==> src/rtl/scr_pkg.sv <==
/*
  Constants for the per-channel serial configuration block: register pointer
  codes, field positions, field encodings and reset values.
  Assumes a byte-wide host write port and two channels, index 0 = A, 1 = B.
*/
package scr_pkg;
  localparam int SCR_CHANNELS = 2;
  localparam int SCR_CH_A = 0;
  localparam int SCR_CH_B = 1;

  // register pointer values
  localparam logic [2:0] SCR_PTR_CMD = 3'h0;
  localparam logic [2:0] SCR_PTR_IWC = 3'h1;
  localparam logic [2:0] SCR_PTR_VEC = 3'h2;
  localparam logic [2:0] SCR_PTR_RXC = 3'h3;
  localparam logic [2:0] SCR_PTR_FRM = 3'h4;
  localparam logic [2:0] SCR_PTR_STA = 3'h6;

  // command field of the command/pointer register
  localparam int SCR_CMD_LSB = 3;
  localparam logic [2:0] SCR_CMD_CHAN_RESET = 3'h3;
  localparam logic [2:0] SCR_CMD_RX_REARM = 3'h4;

  // interrupt/wait control fields
  localparam int SCR_IWC_TX_IE = 1;
  localparam int SCR_IWC_SAV = 2;
  localparam int SCR_IWC_RXMODE_LSB = 3;
  localparam int SCR_IWC_WR_RX = 5;
  localparam int SCR_IWC_WR_READY = 6;
  localparam int SCR_IWC_WR_EN = 7;

  // receiver control fields
  localparam int SCR_RXC_EN = 0;
  localparam int SCR_RXC_SYNC_INH = 1;
  localparam int SCR_RXC_ADDR_SRCH = 2;
  localparam int SCR_RXC_CRC_EN = 3;
  localparam int SCR_RXC_HUNT = 4;
  localparam int SCR_RXC_AUTO = 5;
  localparam int SCR_RXC_LEN_LSB = 6;

  // framing/mode fields
  localparam int SCR_FRM_PAR_EN = 0;
  localparam int SCR_FRM_PAR_EVEN = 1;
  localparam int SCR_FRM_STOP_LSB = 2;
  localparam int SCR_FRM_SYNC_LSB = 4;

  // vector bits replaced when status-affects-vector is set
  localparam int SCR_VEC_COND_LSB = 1;
  localparam int SCR_VEC_CHAN = 3;

  localparam logic [7:0] SCR_GLOBAL_ADDR = 8'hFF;
  localparam logic [7:0] SCR_SDLC_FLAG = 8'h7E;
  localparam logic [7:0] SCR_REG_RESET = 8'h00;

  typedef enum logic [1:0] {SCR_RXI_OFF, SCR_RXI_FIRST, SCR_RXI_ALL, SCR_RXI_ALL_NOPAR} scr_rxi_e;
  typedef enum logic [1:0] {SCR_STOP_SYNC, SCR_STOP_1, SCR_STOP_1P5, SCR_STOP_2} scr_stop_e;
  typedef enum logic [1:0] {SCR_SYNC_8, SCR_SYNC_16, SCR_SYNC_SDLC, SCR_SYNC_EXT} scr_sync_e;
  typedef enum logic [1:0] {SCR_COND_TXE, SCR_COND_EXT, SCR_COND_RXC, SCR_COND_SPEC} scr_cond_e;
endpackage : scr_pkg

==> src/rtl/scr_channel_config.sv <==
/*
  Configuration registers of a two-channel serial controller: interrupt/wait
  control, interrupt vector (channel B only), receiver control, framing/mode
  and station address, reached by a pointer in the command register.
  Assumes the host write strobe and the receiver event inputs are on core_clk;
  modem pins are asynchronous and are synchronised here.
*/
// Functional notes
// - transmit interrupt on buffer becoming empty when transmit interrupt enabled
// - channel B status-affects-vector replaces vector bits 1..3, else vector unchanged
// - receive interrupt mode: off, first char, every char, every char ignoring parity
// - bit5 follows receive or transmit buffer; bit6 picks ready or wait
// - disabled: wait floats, ready drives high
// - wait on transmit: low while full and port accessed, else floats
// - ready on transmit: high while full, low while empty
// - wait on receive: low while empty and port accessed, else floats
// - ready on receive: low while full, high while empty
// - modified vector: bit3 channel A is 1, bits 2:1 condition code
// - receive enable starts reception; host sets it last
// - sync load inhibit in sync modes discards sync characters
// - SDLC address search accepts only station or global address frames
// - receive CRC enable includes characters moved into the receive buffer
// - enter-hunt starts hunt; cleared when synchronisation is found
// - auto enable gates transmitter by clear-to-send, receiver by carrier detect
// - character length code 00=5, 01=7, 10=6, 11=8 bits
// - parity bit stored above data for lengths below 8, dropped at 8
// - parity sense 1 even, 0 odd, for generation and checking
// - stop code 00 sync, 01 one, 10 one and half, 11 two
// - sync mode 00 8-bit, 01 16-bit, 10 SDLC, 11 external
// - pointer selects next byte's register, then returns to command register
`timescale 1ns/1ns
module scr_channel_config (
  input wire logic core_clk,                   // system clock
  input wire logic reset,                      // asynchronous, active high
  input wire logic host_wr,                    // host byte write strobe
  input wire logic host_chan,                  // 0 channel A, 1 channel B
  input wire logic [7:0] host_data,            // host write byte
  input wire logic [1:0] cts_n,                // clear-to-send pins, async
  input wire logic [1:0] carrier_detect_in,    // carrier detect pins (low active), async
  input wire logic [1:0] tx_en_req,            // transmitter enable from transmit control
  input wire logic [1:0] tx_empty,             // transmit buffer empty
  input wire logic [1:0] rx_full,              // receive buffer full
  input wire logic [1:0] port_sel,             // data port being accessed
  input wire logic [1:0] rx_char_done,         // character assembled in shift register
  input wire logic [17:0] rx_raw,              // per channel 9 bits, data LSB first, parity at length
  input wire logic [1:0] rx_is_sync,           // assembled character is sync or idle sync
  input wire logic [1:0] rx_is_addr,           // assembled character is SDLC address field
  input wire logic [1:0] rx_overrun,           // overrun with this character
  input wire logic [1:0] rx_framing_err,       // framing error with this character
  input wire logic [1:0] rx_eof,               // end of frame with this character
  input wire logic [1:0] sync_found,           // synchronisation established
  input wire logic vec_chan_a,                 // interrupting channel is A
  input wire scr_pkg::scr_cond_e vec_cond,     // interrupting condition
  output logic [7:0] vector_out,               // vector supplied on acknowledge
  output logic [1:0] tx_irq,                   // transmit interrupt pulse
  output logic [1:0] rx_irq,                   // receive interrupt pulse
  output logic [1:0] rx_store,                 // character loaded into receive buffer
  output logic [15:0] rx_byte,                 // stored byte per channel
  output logic [1:0] rx_parity_err,            // parity error with stored byte
  output logic [1:0] crc_update,               // include stored byte in CRC
  output logic [1:0] hunt,                     // receiver in hunt phase
  output logic [1:0] tx_enable,                // effective transmitter enable
  output logic [1:0] rx_enable,                // effective receiver enable
  output logic [7:0] char_bits,                // 4 bits per channel: bits per character
  output logic [1:0] parity_en,                // parity enabled
  output logic [1:0] parity_even,              // parity sense
  output logic [3:0] stop_code,                // 2 bits per channel
  output logic [3:0] sync_mode,                // 2 bits per channel
  output logic [1:0] wait_ready_o,             // wait/ready pin level
  output logic [1:0] wait_ready_oe             // wait/ready pin driven
);
  import scr_pkg::*;

  logic [2:0] ptr_q [SCR_CHANNELS];
  logic [7:0] iwc_q [SCR_CHANNELS];
  logic [7:0] rxc_q [SCR_CHANNELS];
  logic [7:0] frm_q [SCR_CHANNELS];
  logic [7:0] sta_q [SCR_CHANNELS];
  logic [7:0] vec_q;
  logic [1:0] cts_m_q, cts_s_q, dcd_m_q, dcd_s_q;
  logic [1:0] tx_empty_q, first_armed_q, frame_ok_q, hunt_q;
  logic [1:0] wr_ch, chan_rst, accept, special, par_err_c;
  logic [7:0] byte_c [SCR_CHANNELS];
  logic [3:0] len_c [SCR_CHANNELS];

  // modem pins come from outside the clock domain
  always_ff @(posedge core_clk or posedge reset) begin
    if (reset) begin
      cts_m_q <= 2'h3;
      cts_s_q <= 2'h3;
      dcd_m_q <= 2'h3;
      dcd_s_q <= 2'h3;
    end else begin
      cts_m_q <= cts_n;
      cts_s_q <= cts_m_q;
      dcd_m_q <= carrier_detect_in;
      dcd_s_q <= dcd_m_q;
    end
  end

  always_comb begin
    for (int c = 0; c < SCR_CHANNELS; c++) begin
      wr_ch[c] = host_wr && (host_chan == c[0]);
      chan_rst[c] = wr_ch[c] && ptr_q[c] == SCR_PTR_CMD && host_data[SCR_CMD_LSB +: 3] == SCR_CMD_CHAN_RESET;
    end
  end

  // pointer and register writes
  always_ff @(posedge core_clk or posedge reset) begin
    if (reset) begin
      for (int c = 0; c < SCR_CHANNELS; c++) begin
        ptr_q[c] <= SCR_PTR_CMD;
        iwc_q[c] <= SCR_REG_RESET;
        rxc_q[c] <= SCR_REG_RESET;
        frm_q[c] <= SCR_REG_RESET;
        sta_q[c] <= SCR_REG_RESET;
      end
      vec_q <= SCR_REG_RESET;
    end else begin
      for (int c = 0; c < SCR_CHANNELS; c++) begin
        if (chan_rst[c]) begin
          ptr_q[c] <= SCR_PTR_CMD;
          iwc_q[c] <= SCR_REG_RESET;
          rxc_q[c] <= SCR_REG_RESET;
          frm_q[c] <= SCR_REG_RESET;
          sta_q[c] <= SCR_REG_RESET;
        end else if (wr_ch[c]) begin
          if (ptr_q[c] == SCR_PTR_CMD) begin
            ptr_q[c] <= host_data[2:0];
          end else begin
            ptr_q[c] <= SCR_PTR_CMD;
            case (ptr_q[c])
              SCR_PTR_IWC: iwc_q[c] <= host_data;
              SCR_PTR_RXC: rxc_q[c] <= host_data;
              SCR_PTR_FRM: frm_q[c] <= host_data;
              SCR_PTR_STA: sta_q[c] <= host_data;
              default: ;
            endcase
          end
        end
      end
      // vector storage lives in channel B only; a write via A is dropped
      if (wr_ch[SCR_CH_B] && ptr_q[SCR_CH_B] == SCR_PTR_VEC) begin
        vec_q <= host_data;
      end
    end
  end

  // receive character decode, length and parity
  always_comb begin
    for (int c = 0; c < SCR_CHANNELS; c++) begin
      logic [8:0] raw;
      logic [8:0] keep;
      raw = rx_raw[c*9 +: 9];
      keep = 9'h000;
      case (rxc_q[c][SCR_RXC_LEN_LSB +: 2])
        2'h0: len_c[c] = 4'h5;
        2'h1: len_c[c] = 4'h7;
        2'h2: len_c[c] = 4'h6;
        default: len_c[c] = 4'h8;
      endcase
      keep = (9'h001 << (len_c[c] + 4'h1)) - 9'h001;
      par_err_c[c] = frm_q[c][SCR_FRM_PAR_EN] && ((^(raw & keep)) == frm_q[c][SCR_FRM_PAR_EVEN]);
      if (!frm_q[c][SCR_FRM_PAR_EN] || len_c[c] == 4'h8) begin
        keep = (9'h001 << len_c[c]) - 9'h001;
      end
      byte_c[c] = raw[7:0] & keep[7:0];
      accept[c] = rx_char_done[c] && rxc_q[c][SCR_RXC_EN] && rx_enable[c]
        && !(frm_q[c][SCR_FRM_STOP_LSB +: 2] == SCR_STOP_SYNC
             && rxc_q[c][SCR_RXC_SYNC_INH] && rx_is_sync[c])
        && (rx_is_addr[c] ? addr_ok(c, raw[7:0]) : frame_ok_q[c]);
      special[c] = rx_overrun[c] || rx_framing_err[c]
        || (par_err_c[c] && iwc_q[c][SCR_IWC_RXMODE_LSB +: 2] != SCR_RXI_ALL_NOPAR)
        || (rx_eof[c] && frm_q[c][SCR_FRM_SYNC_LSB +: 2] == SCR_SYNC_SDLC
            && frm_q[c][SCR_FRM_STOP_LSB +: 2] == SCR_STOP_SYNC);
    end
  end

  function automatic logic addr_ok(input int c, input logic [7:0] a);
    logic srch;
    srch = rxc_q[c][SCR_RXC_ADDR_SRCH] && frm_q[c][SCR_FRM_STOP_LSB +: 2] == SCR_STOP_SYNC
      && frm_q[c][SCR_FRM_SYNC_LSB +: 2] == SCR_SYNC_SDLC;
    return !srch || a == sta_q[c] || a == SCR_GLOBAL_ADDR;
  endfunction : addr_ok

  // frame address match and first-character arming
  always_ff @(posedge core_clk or posedge reset) begin
    if (reset) begin
      frame_ok_q <= 2'h3;
      first_armed_q <= 2'h3;
    end else begin
      for (int c = 0; c < SCR_CHANNELS; c++) begin
        if (rx_char_done[c] && rx_is_addr[c]) begin
          frame_ok_q[c] <= addr_ok(c, rx_raw[c*9 +: 8]);
        end
        // re-arm beats consumption so a re-arm in the same cycle is not lost
        if (chan_rst[c] || (wr_ch[c] && ptr_q[c] == SCR_PTR_CMD
            && host_data[SCR_CMD_LSB +: 3] == SCR_CMD_RX_REARM)) begin
          first_armed_q[c] <= 1'b1;
        end else if (accept[c]) begin
          first_armed_q[c] <= 1'b0;
        end
      end
    end
  end

  // interrupt pulses and stored character
  always_ff @(posedge core_clk or posedge reset) begin
    if (reset) begin
      // buffers come out of reset empty; a zero here would fake an empty edge
      tx_empty_q <= 2'h3;
      tx_irq <= 2'h0;
      rx_irq <= 2'h0;
      rx_store <= 2'h0;
      crc_update <= 2'h0;
      rx_parity_err <= 2'h0;
      rx_byte <= 16'h0000;
    end else begin
      tx_empty_q <= tx_empty;
      for (int c = 0; c < SCR_CHANNELS; c++) begin
        tx_irq[c] <= iwc_q[c][SCR_IWC_TX_IE] && tx_empty[c] && !tx_empty_q[c];
        case (scr_rxi_e'(iwc_q[c][SCR_IWC_RXMODE_LSB +: 2]))
          SCR_RXI_OFF: rx_irq[c] <= 1'b0;
          SCR_RXI_FIRST: rx_irq[c] <= accept[c] && (first_armed_q[c] || special[c]);
          SCR_RXI_ALL, SCR_RXI_ALL_NOPAR: rx_irq[c] <= accept[c];
          default: rx_irq[c] <= 1'b0;
        endcase
        rx_store[c] <= accept[c];
        crc_update[c] <= accept[c] && rxc_q[c][SCR_RXC_CRC_EN];
        if (accept[c]) begin
          rx_byte[c*8 +: 8] <= byte_c[c];
          rx_parity_err[c] <= par_err_c[c];
        end
      end
    end
  end

  // hunt phase: host entry beats the clear from the receiver
  always_ff @(posedge core_clk or posedge reset) begin
    if (reset) begin
      hunt_q <= 2'h3;
    end else begin
      for (int c = 0; c < SCR_CHANNELS; c++) begin
        if (chan_rst[c]) begin
          hunt_q[c] <= 1'b1;
        end else if (wr_ch[c] && ptr_q[c] == SCR_PTR_RXC && host_data[SCR_RXC_HUNT]) begin
          hunt_q[c] <= 1'b1;
        end else if (sync_found[c]) begin
          hunt_q[c] <= 1'b0;
        end
      end
    end
  end

  // vector issued on acknowledge; the stored register is never altered
  always_ff @(posedge core_clk or posedge reset) begin
    if (reset) begin
      vector_out <= SCR_REG_RESET;
    end else if (iwc_q[SCR_CH_B][SCR_IWC_SAV]) begin
      vector_out <= {vec_q[7:4], vec_chan_a, vec_cond, vec_q[0]};
    end else begin
      vector_out <= vec_q;
    end
  end

  genvar g;
  generate
    for (g = 0; g < SCR_CHANNELS; g++) begin : g_ch
      assign tx_enable[g] = tx_en_req[g] && !(rxc_q[g][SCR_RXC_AUTO] && cts_s_q[g]);
      assign rx_enable[g] = rxc_q[g][SCR_RXC_EN] && !(rxc_q[g][SCR_RXC_AUTO] && dcd_s_q[g]);
      assign char_bits[g*4 +: 4] = len_c[g];
      assign parity_en[g] = frm_q[g][SCR_FRM_PAR_EN];
      assign parity_even[g] = frm_q[g][SCR_FRM_PAR_EVEN];
      assign stop_code[g*2 +: 2] = frm_q[g][SCR_FRM_STOP_LSB +: 2];
      assign sync_mode[g*2 +: 2] = frm_q[g][SCR_FRM_SYNC_LSB +: 2];
      assign hunt[g] = hunt_q[g];
      scr_wait_ready u_wr (
        .enable(iwc_q[g][SCR_IWC_WR_EN]),
        .ready_sel(iwc_q[g][SCR_IWC_WR_READY]),
        .follow_rx(iwc_q[g][SCR_IWC_WR_RX]),
        .tx_full(!tx_empty[g]),
        .rx_full(rx_full[g]),
        .port_sel(port_sel[g]),
        .pin_o(wait_ready_o[g]),
        .pin_oe(wait_ready_oe[g])
      );
    end
  endgenerate
endmodule : scr_channel_config

==> src/rtl/scr_wait_ready.sv <==
/*
  Wait/ready pin driver for one channel.
  Assumes buffer states come from logic on the same clock; the pin is
  resolved outside from the output and its enable.
*/
`timescale 1ns/1ns
module scr_wait_ready (
  input wire logic enable,   // wait/ready function enabled
  input wire logic ready_sel, // 1 ready function, 0 wait function
  input wire logic follow_rx, // 1 follow receive buffer, 0 transmit
  input wire logic tx_full,  // transmit buffer full
  input wire logic rx_full,  // receive buffer full
  input wire logic port_sel, // data port being accessed
  output logic pin_o,        // pin level when driven
  output logic pin_oe        // pin driven
);
  always_comb begin
    pin_o = 1'b0;
    pin_oe = 1'b0;
    if (!enable) begin
      pin_o = ready_sel;
      pin_oe = ready_sel;
    end else if (ready_sel) begin
      pin_oe = 1'b1;
      pin_o = follow_rx ? !rx_full : tx_full;
    end else begin
      pin_oe = port_sel & (follow_rx ? !rx_full : tx_full);
    end
  end
endmodule : scr_wait_ready

==> config.mk <==
export PLATFORM = sky130hd
export DESIGN_NAME = scr_channel_config
export DESIGN_NICKNAME = d
export VERILOG_FILES = /design/src/rtl/scr_pkg.sv /design/src/rtl/scr_channel_config.sv /design/src/rtl/scr_wait_ready.sv
export SDC_FILE = /design/constraint.sdc
export NUM_CORES = 1
export LEC_CHECK = 0
export BUFFER_PORTS_ARGS = -buffer_cell sky130_fd_sc_hd__buf_2
export CORE_MARGIN = 1.5
export CORE_UTILIZATION = 40
export DETAILED_ROUTE_END_ITERATION = 8
export RECOVER_POWER = 25
export SLEW_MARGIN = 20
export SYNTH_ARGS = -nofsm -noshare
export SYNTH_HDL_FRONTEND = slang
export SYNTH_SLANG_ARGS = --single-unit
==> constraint.sdc <==
create_clock -name core_clk -period 3.2 [get_ports core_clk]
set_input_delay 0.32 -clock core_clk [delete_from_list [all_inputs] [get_ports core_clk]]
set_output_delay 0.32 -clock core_clk [all_outputs]
set_load 0.01 [all_outputs]
Word level (Yosys, flattened, before mapping)
Cells that the tools add are included.
{"block": "classes", "addsub": 6, "n_eq_ne": 35, "n_shift": 4, "n_mux": 67, "n_bitwise": 7, "n_reduce_logical": 121}
{"cell": "$mux 8", "n": 26}
{"cell": "$logic_and 1x1->1", "n": 55}
{"cell": "$mux 6", "n": 8}
{"cell": "$pmux 4 s3", "n": 2}
{"cell": "$reduce_and 3->1", "n": 8}
{"cell": "$reduce_bool 2->1", "n": 12}
{"cell": "$mux 1", "n": 22}
{"cell": "$and 9x9->9", "n": 2}
{"cell": "$mux 3", "n": 6}
{"cell": "$reduce_xor 9->1", "n": 2}
{"cell": "$shl 1x4->9 const A", "n": 2}
{"cell": "$sub 9x1->9 const B", "n": 2}
{"cell": "$and 8x8->8", "n": 2}
{"cell": "$eq 2x2->1 const B", "n": 8}
{"cell": "$eq 8x8->1", "n": 2}
{"cell": "$eq 8x8->1 const B", "n": 2}
{"cell": "$logic_not 1->1", "n": 16}
{"cell": "$logic_or 1x1->1", "n": 16}
{"cell": "$shl 1x4->8 const A", "n": 2}
{"cell": "$sub 8x1->8 const B", "n": 2}
{"cell": "$eq 3x3->1 const B", "n": 5}
{"cell": "$eq 3x2->1 const B", "n": 4}
{"cell": "$logic_not 2->1", "n": 6}
{"cell": "$add 4x1->4 const B", "n": 2}
{"cell": "other kinds (12)", "n": 26}
{"block": "totals", "register_bits": 124, "elab_cells": 271}

Longest topological paths before layout
{"block": "logic_depth", "ltp_word": 15, "depth_mapped": 9, "mapped_depth_nobuf": 9}

Modules after synthesis
A second synthesis with hierarchy kept.
{"block": "unflattened", "hier_cells": 538, "hier_area_um2": 5909.4}
{"mod": "scr_channel_config", "n_inst": 1, "cells_per_inst": 524, "area_per_inst_um2": 5824.3, "seq_area_each_um2": 2997.9}
{"mod": "scr_wait_ready", "n_inst": 2, "cells_per_inst": 7, "area_per_inst_um2": 42.5, "seq_area_each_um2": 0.0}

Worst setup path after synthesis
No wires, ideal clock.
{"block": "synth_path", "path_type": "flip-flop to flip-flop", "startpoint": "register rxc_q[14] (netlist name)", "endpoint": "register rx_byte[4]", "setup_ns": 0.125, "arrival_ns": 2.101, "slack_ns": 0.975, "stages_incl_launch_ff": 10, "period_less_slack_ns": 2.225, "path_cell_list": "dfrtp_1 inv_1 ha_1 nand2b_1 nand2_1 nand2_1 ha_1 and3_1 o311a_1 mux2_2"}
{"block": "synth_via", "elab_chain_len": 7}
{"element": "start, declared", "line_no": "scr_channel_config.sv:76", "rtl": "logic [7:0] rxc_q [SCR_CHANNELS];"}
{"element": "start signal, assigned by index", "line_no": "scr_channel_config.sv:134", "rtl": "SCR_PTR_RXC: rxc_q[c] <= host_data;"}
{"element": "$eq 2x2->1, or another cell as far along", "line_no": "scr_channel_config.sv:156", "rtl": "case (rxc_q[c][SCR_RXC_LEN_LSB +: 2])"}
{"element": "$pmux 4 s3 *", "line_no": "scr_channel_config.sv:156"}
{"element": "net char_bits[1]", "line_no": "scr_channel_config.sv:64", "rtl": "output logic [7:0] char_bits,"}
{"element": "$add 4x1->4", "line_no": "scr_channel_config.sv:162", "rtl": "keep = (9'h001 << (len_c[c] + 4'h1)) - 9'h001;"}
{"element": "$shl 1x4->9", "line_no": "scr_channel_config.sv:162"}
{"element": "$sub 9x1->9", "line_no": "scr_channel_config.sv:162"}
{"element": "$mux 8 *", "line_no": "scr_channel_config.sv:164", "rtl": "if (!frm_q[c][SCR_FRM_PAR_EN] || len_c[c] == 4'h8) begin"}
{"element": "$and 8x8->8 *", "line_no": "scr_channel_config.sv:167", "rtl": "byte_c[c] = raw[7:0] & keep[7:0];"}
{"element": "end signal, assigned by index", "line_no": "scr_channel_config.sv:231", "rtl": "rx_byte[c*8 +: 8] <= byte_c[c];"}
{"element": "end, declared", "line_no": "scr_channel_config.sv:58", "rtl": "output logic [15:0] rx_byte,"}
The timed path passes the listed nets; every way through them passes the cells marked *.
A chain may end at the register's enable or synchronous reset.

Final worst setup path
{"block": "layout_path", "startpoint": "register rxc_q[6] (netlist name)", "endpoint": "register rx_byte[9]"}
{"block": "layout_via", "elab_chain_len": 7}
{"element": "$eq 2x2->1, or another cell as far along", "line_no": "scr_channel_config.sv:156"}
{"element": "$pmux 4 s3 *", "line_no": "scr_channel_config.sv:156"}
{"element": "$add 4x1->4", "line_no": "scr_channel_config.sv:162"}
{"element": "$shl 1x4->9", "line_no": "scr_channel_config.sv:162"}
{"element": "$sub 9x1->9", "line_no": "scr_channel_config.sv:162"}
{"element": "$mux 8 *", "line_no": "scr_channel_config.sv:164"}
{"element": "$and 8x8->8 *", "line_no": "scr_channel_config.sv:167"}
Every way passes the cells marked *; elsewhere a longest branch is shown, timed or not.

==> metrics.cfg <==
[status]
status=finished, final reports clean

[synth]
synth-async-reset-ratio=1.00
ys.flop_type=dfrtp_1
synth_edf_count=0
ys_types=55
netlist_area_mm2=0.00595
ys_seq_elements=119
synth_area_leaders=dfrtp_1, dfstp_2, mux2i_1
ys_seq_area_frac=0.504
yosysWarnings=0
synth_top_cell_area_share=0.433
synth_area_leader_cell=dfrtp_1
avgSynthCellArea_um2=11.1
postSynthCellCount=536

[setup_path]
crit_type=flop to flop
crit_path_end_kind=flop
arrival_ns=2.70
path_max_fanout=6
cp.required_ns=3.50
crit_path_start_kind=flop
reg2regPathDepth=8

[clocking]
numClockSinks=119
post-cts-setup-buffer-count=0
ctsResizeCount=0
clkTransAtPathRegs_ns=0.05
cts_tree=done
clock_path_buffers=2
htreeDepth=4
numCtsBuffers=17
clock_latency_ns=0.42
root_buffer=clkbuf_16

[floorplan]
start_util=0.409
die_y_um=125
fp-row-count=44
core-area_mm2=0.0145
io_pins=123
die_x_um=125
dieArea_mm2=0.0156

[finish]
layout-drive-gt1-share=0.321
finish.net_count=742
final_area_mm2=0.00729
fillers=1364
antenna_cells=0
syn_to_final_growth_pct=22.5

[routing]
routed_wl_um=14500
m1WireLength_um=6720
met2_length_um=6700
vias=4428
wl_met3_um=800
top_layer_used=met4
drc=0
first_iter_violations=251
final_antenna_net_count=0
vias_per_cell=5.17
drt_first_pass_iters=5
wl_per_cell_um=16.9

[sta]
post-route-period-util=0.750
final_max_slew_viol_count=0
setup_tns_ns=0
worst_pin_slew_ns=0.982
clock_skew_ns=0.0123
hold_viol_final=0
fmax_ghz=0.417
post-route-min-period_ns=2.40
rsz0062_at_grt=false
slew_headroom=0.343
setup_viol=0

[power_and_ir_drop]
p_leak_nw=3.64
switching_power_w=0.00215
combPwrFrac=0.314
internal_power_w=0.00419
powerDensity_mw_per_mm2=869
seq_power_share=0.394
p_clk_frac=0.293
ir_drop_mv=0.410
switching_share=0.339

[worst_hold_path]
hp-class=primary input to flop
hold_path_depth=1

[global_route]
gr-total-overflow=0
antenna_found_initial=0
grt_start_max_net_pins=120
first_global_vias=4528
grt_pass1_wl_um=23500
grt_usage=0.193

[placement]
place.gp.congestion=0.889
hpwl_um=10100
placed_area_mm2=0.00668
portBuffers=122

[run]
drv_cap=0

==> power by group through the flow <==
stage,clock [W],combinational (W),sequential [W]
2_1_floorplan,0,0.00136,0.00249
3_3_place_gp,0,0.00196,0.00248
3_5_place_dp,0,0.00200,0.00251
4_1_cts,0.00190,0.00201,0.00250
5_1_grt,0.00197,0.00222,0.00257
6_report,0.00185,0.00199,0.00249
==> registers in the layout (all words and copies together) (netlist names), 4 cells and up <==
signal,cells
iwc_q,13
ptr_q,6
rx_byte,16
rxc_q,14
sta_q,16
stop_code,4
sync_mode,4
vec_q,8
vector_out,8
==> worst max-delay path, stage by stage, from the launching register on <==
cell and delay, ns:
dfrtp_1 0.45, inv_1 0.11, ha_1 0.36, nor3b_1 0.42
o21ai_0 0.17, ha_1 0.30, nand2_1 0.04, and3_1 0.18
mux2_2 0.25
==> layout make-up <==
class	instances	area, µm²	area share
clock buffers	20	447	0.0613
flip-flops and latches	119	3000	0.411
repair buffers	131	698	0.0958
multi-input cells	363	2680	0.368
inverters	28	106	0.0146
clock inverters	12	128	0.0175
well taps	184	230	0.0316
==> timing repair <==
action / CTS / global route
setup endpoints to repair: 0 / 0
hold buffers: 4 / 0
hold endpoints to repair: 4 / 0
==> cell usage after synthesis, drive strengths merged (2+ instances only) <==
library cell and instances:
o2bb2ai 2, nand3b 3, nor2 50, nor4b 5, buf 23, o2111ai 3, mux2i 35, mux2 27
o21ai 29, nand2 54, a31o 2, nor2b 4, o221ai 2, o311a 3, nand3 13, a311oi 2
o21a 2, a22o 6, xor2 20, o211a 2, dfstp 16, xnor3 2, a21boi 7, nand2b 12
a31oi 3, a32o 5, clkbuf 4, and3 5, dfrtp 103, nor4 6, xnor2 8, inv 28
ha 23, a21oi 13, nor3 4
==> stage by stage <==
stage                     setup slack (ns)  power [W]  cells  utilization  hold slack, ns
after floorplan                      0.975    0.00385    537            -           0.324
after global placement               0.937    0.00444    821        0.460           0.346
after detailed placement             0.878    0.00451    821        0.460           0.347
after CTS                            0.845    0.00641    857        0.502         0.00492
after global routing                 0.591    0.00676    857        0.502          0.0101
final                                0.801    0.00634    857        0.502          0.0137
==> cells in the final DEF (no fill, tap or decap), types with 7 or more instances in the layout <==
master / synthesis / routed
mux2i_1: 35 / 35
nor2_1: 50 / 50
ha_1: 23 / 23
buf_2: 12 / 120
mux2_2: 26 / 26
dfstp_2: 16 / 16
o21ai_0: 19 / 19
a21oi_1: 13 / 13
clkbuf_16: 0 / 17
a21boi_0: 7 / 7
o21ai_1: 9 / 9
xnor2_1: 8 / 8
nand2b_1: 12 / 12
dfrtp_1: 103 / 103
inv_1: 28 / 27
xor2_1: 20 / 20
nand2_1: 53 / 53
nand3_1: 12 / 12
==> final timing paths <==
check,startpoint,end,slack (ns)
setup / recovery,rxc_q[6],rx_byte[9],0.80
hold / removal,tx_empty[1],tx_empty_q[1],0.01
setup reg to reg,rxc_q[6],rx_byte[9],0.80
hold reg to reg,dcd_m_q[1],dcd_s_q[1],0.35
max in group asynchronous,reset,rxc_q[14],2.61
min in group asynchronous,reset,rx_byte[15],0.07
==> cell families after synthesis <==
| group | count (synthesis) | share of synthesized area |
|---|---|---|
| fa+ha+maj | 23 | 0.0484 |
| buf+inv | 55 | 0.0467 |
| flops | 119 | 0.504 |
| other cells | 1 | 0.000630 |
| mux | 62 | 0.110 |
| simple gates | 161 | 0.142 |
| compound gates | 85 | 0.0993 |
| xor+xnor | 30 | 0.0488 |
==> per-layer routing <==
layer  vias up  global-route usage
li1       2093                   -
met1      2182               0.257
met2       133               0.308
met3        20              0.0522
met4         0              0.0615
met5         -                   0
Note: power is estimated with default switching activity, not from simulation.
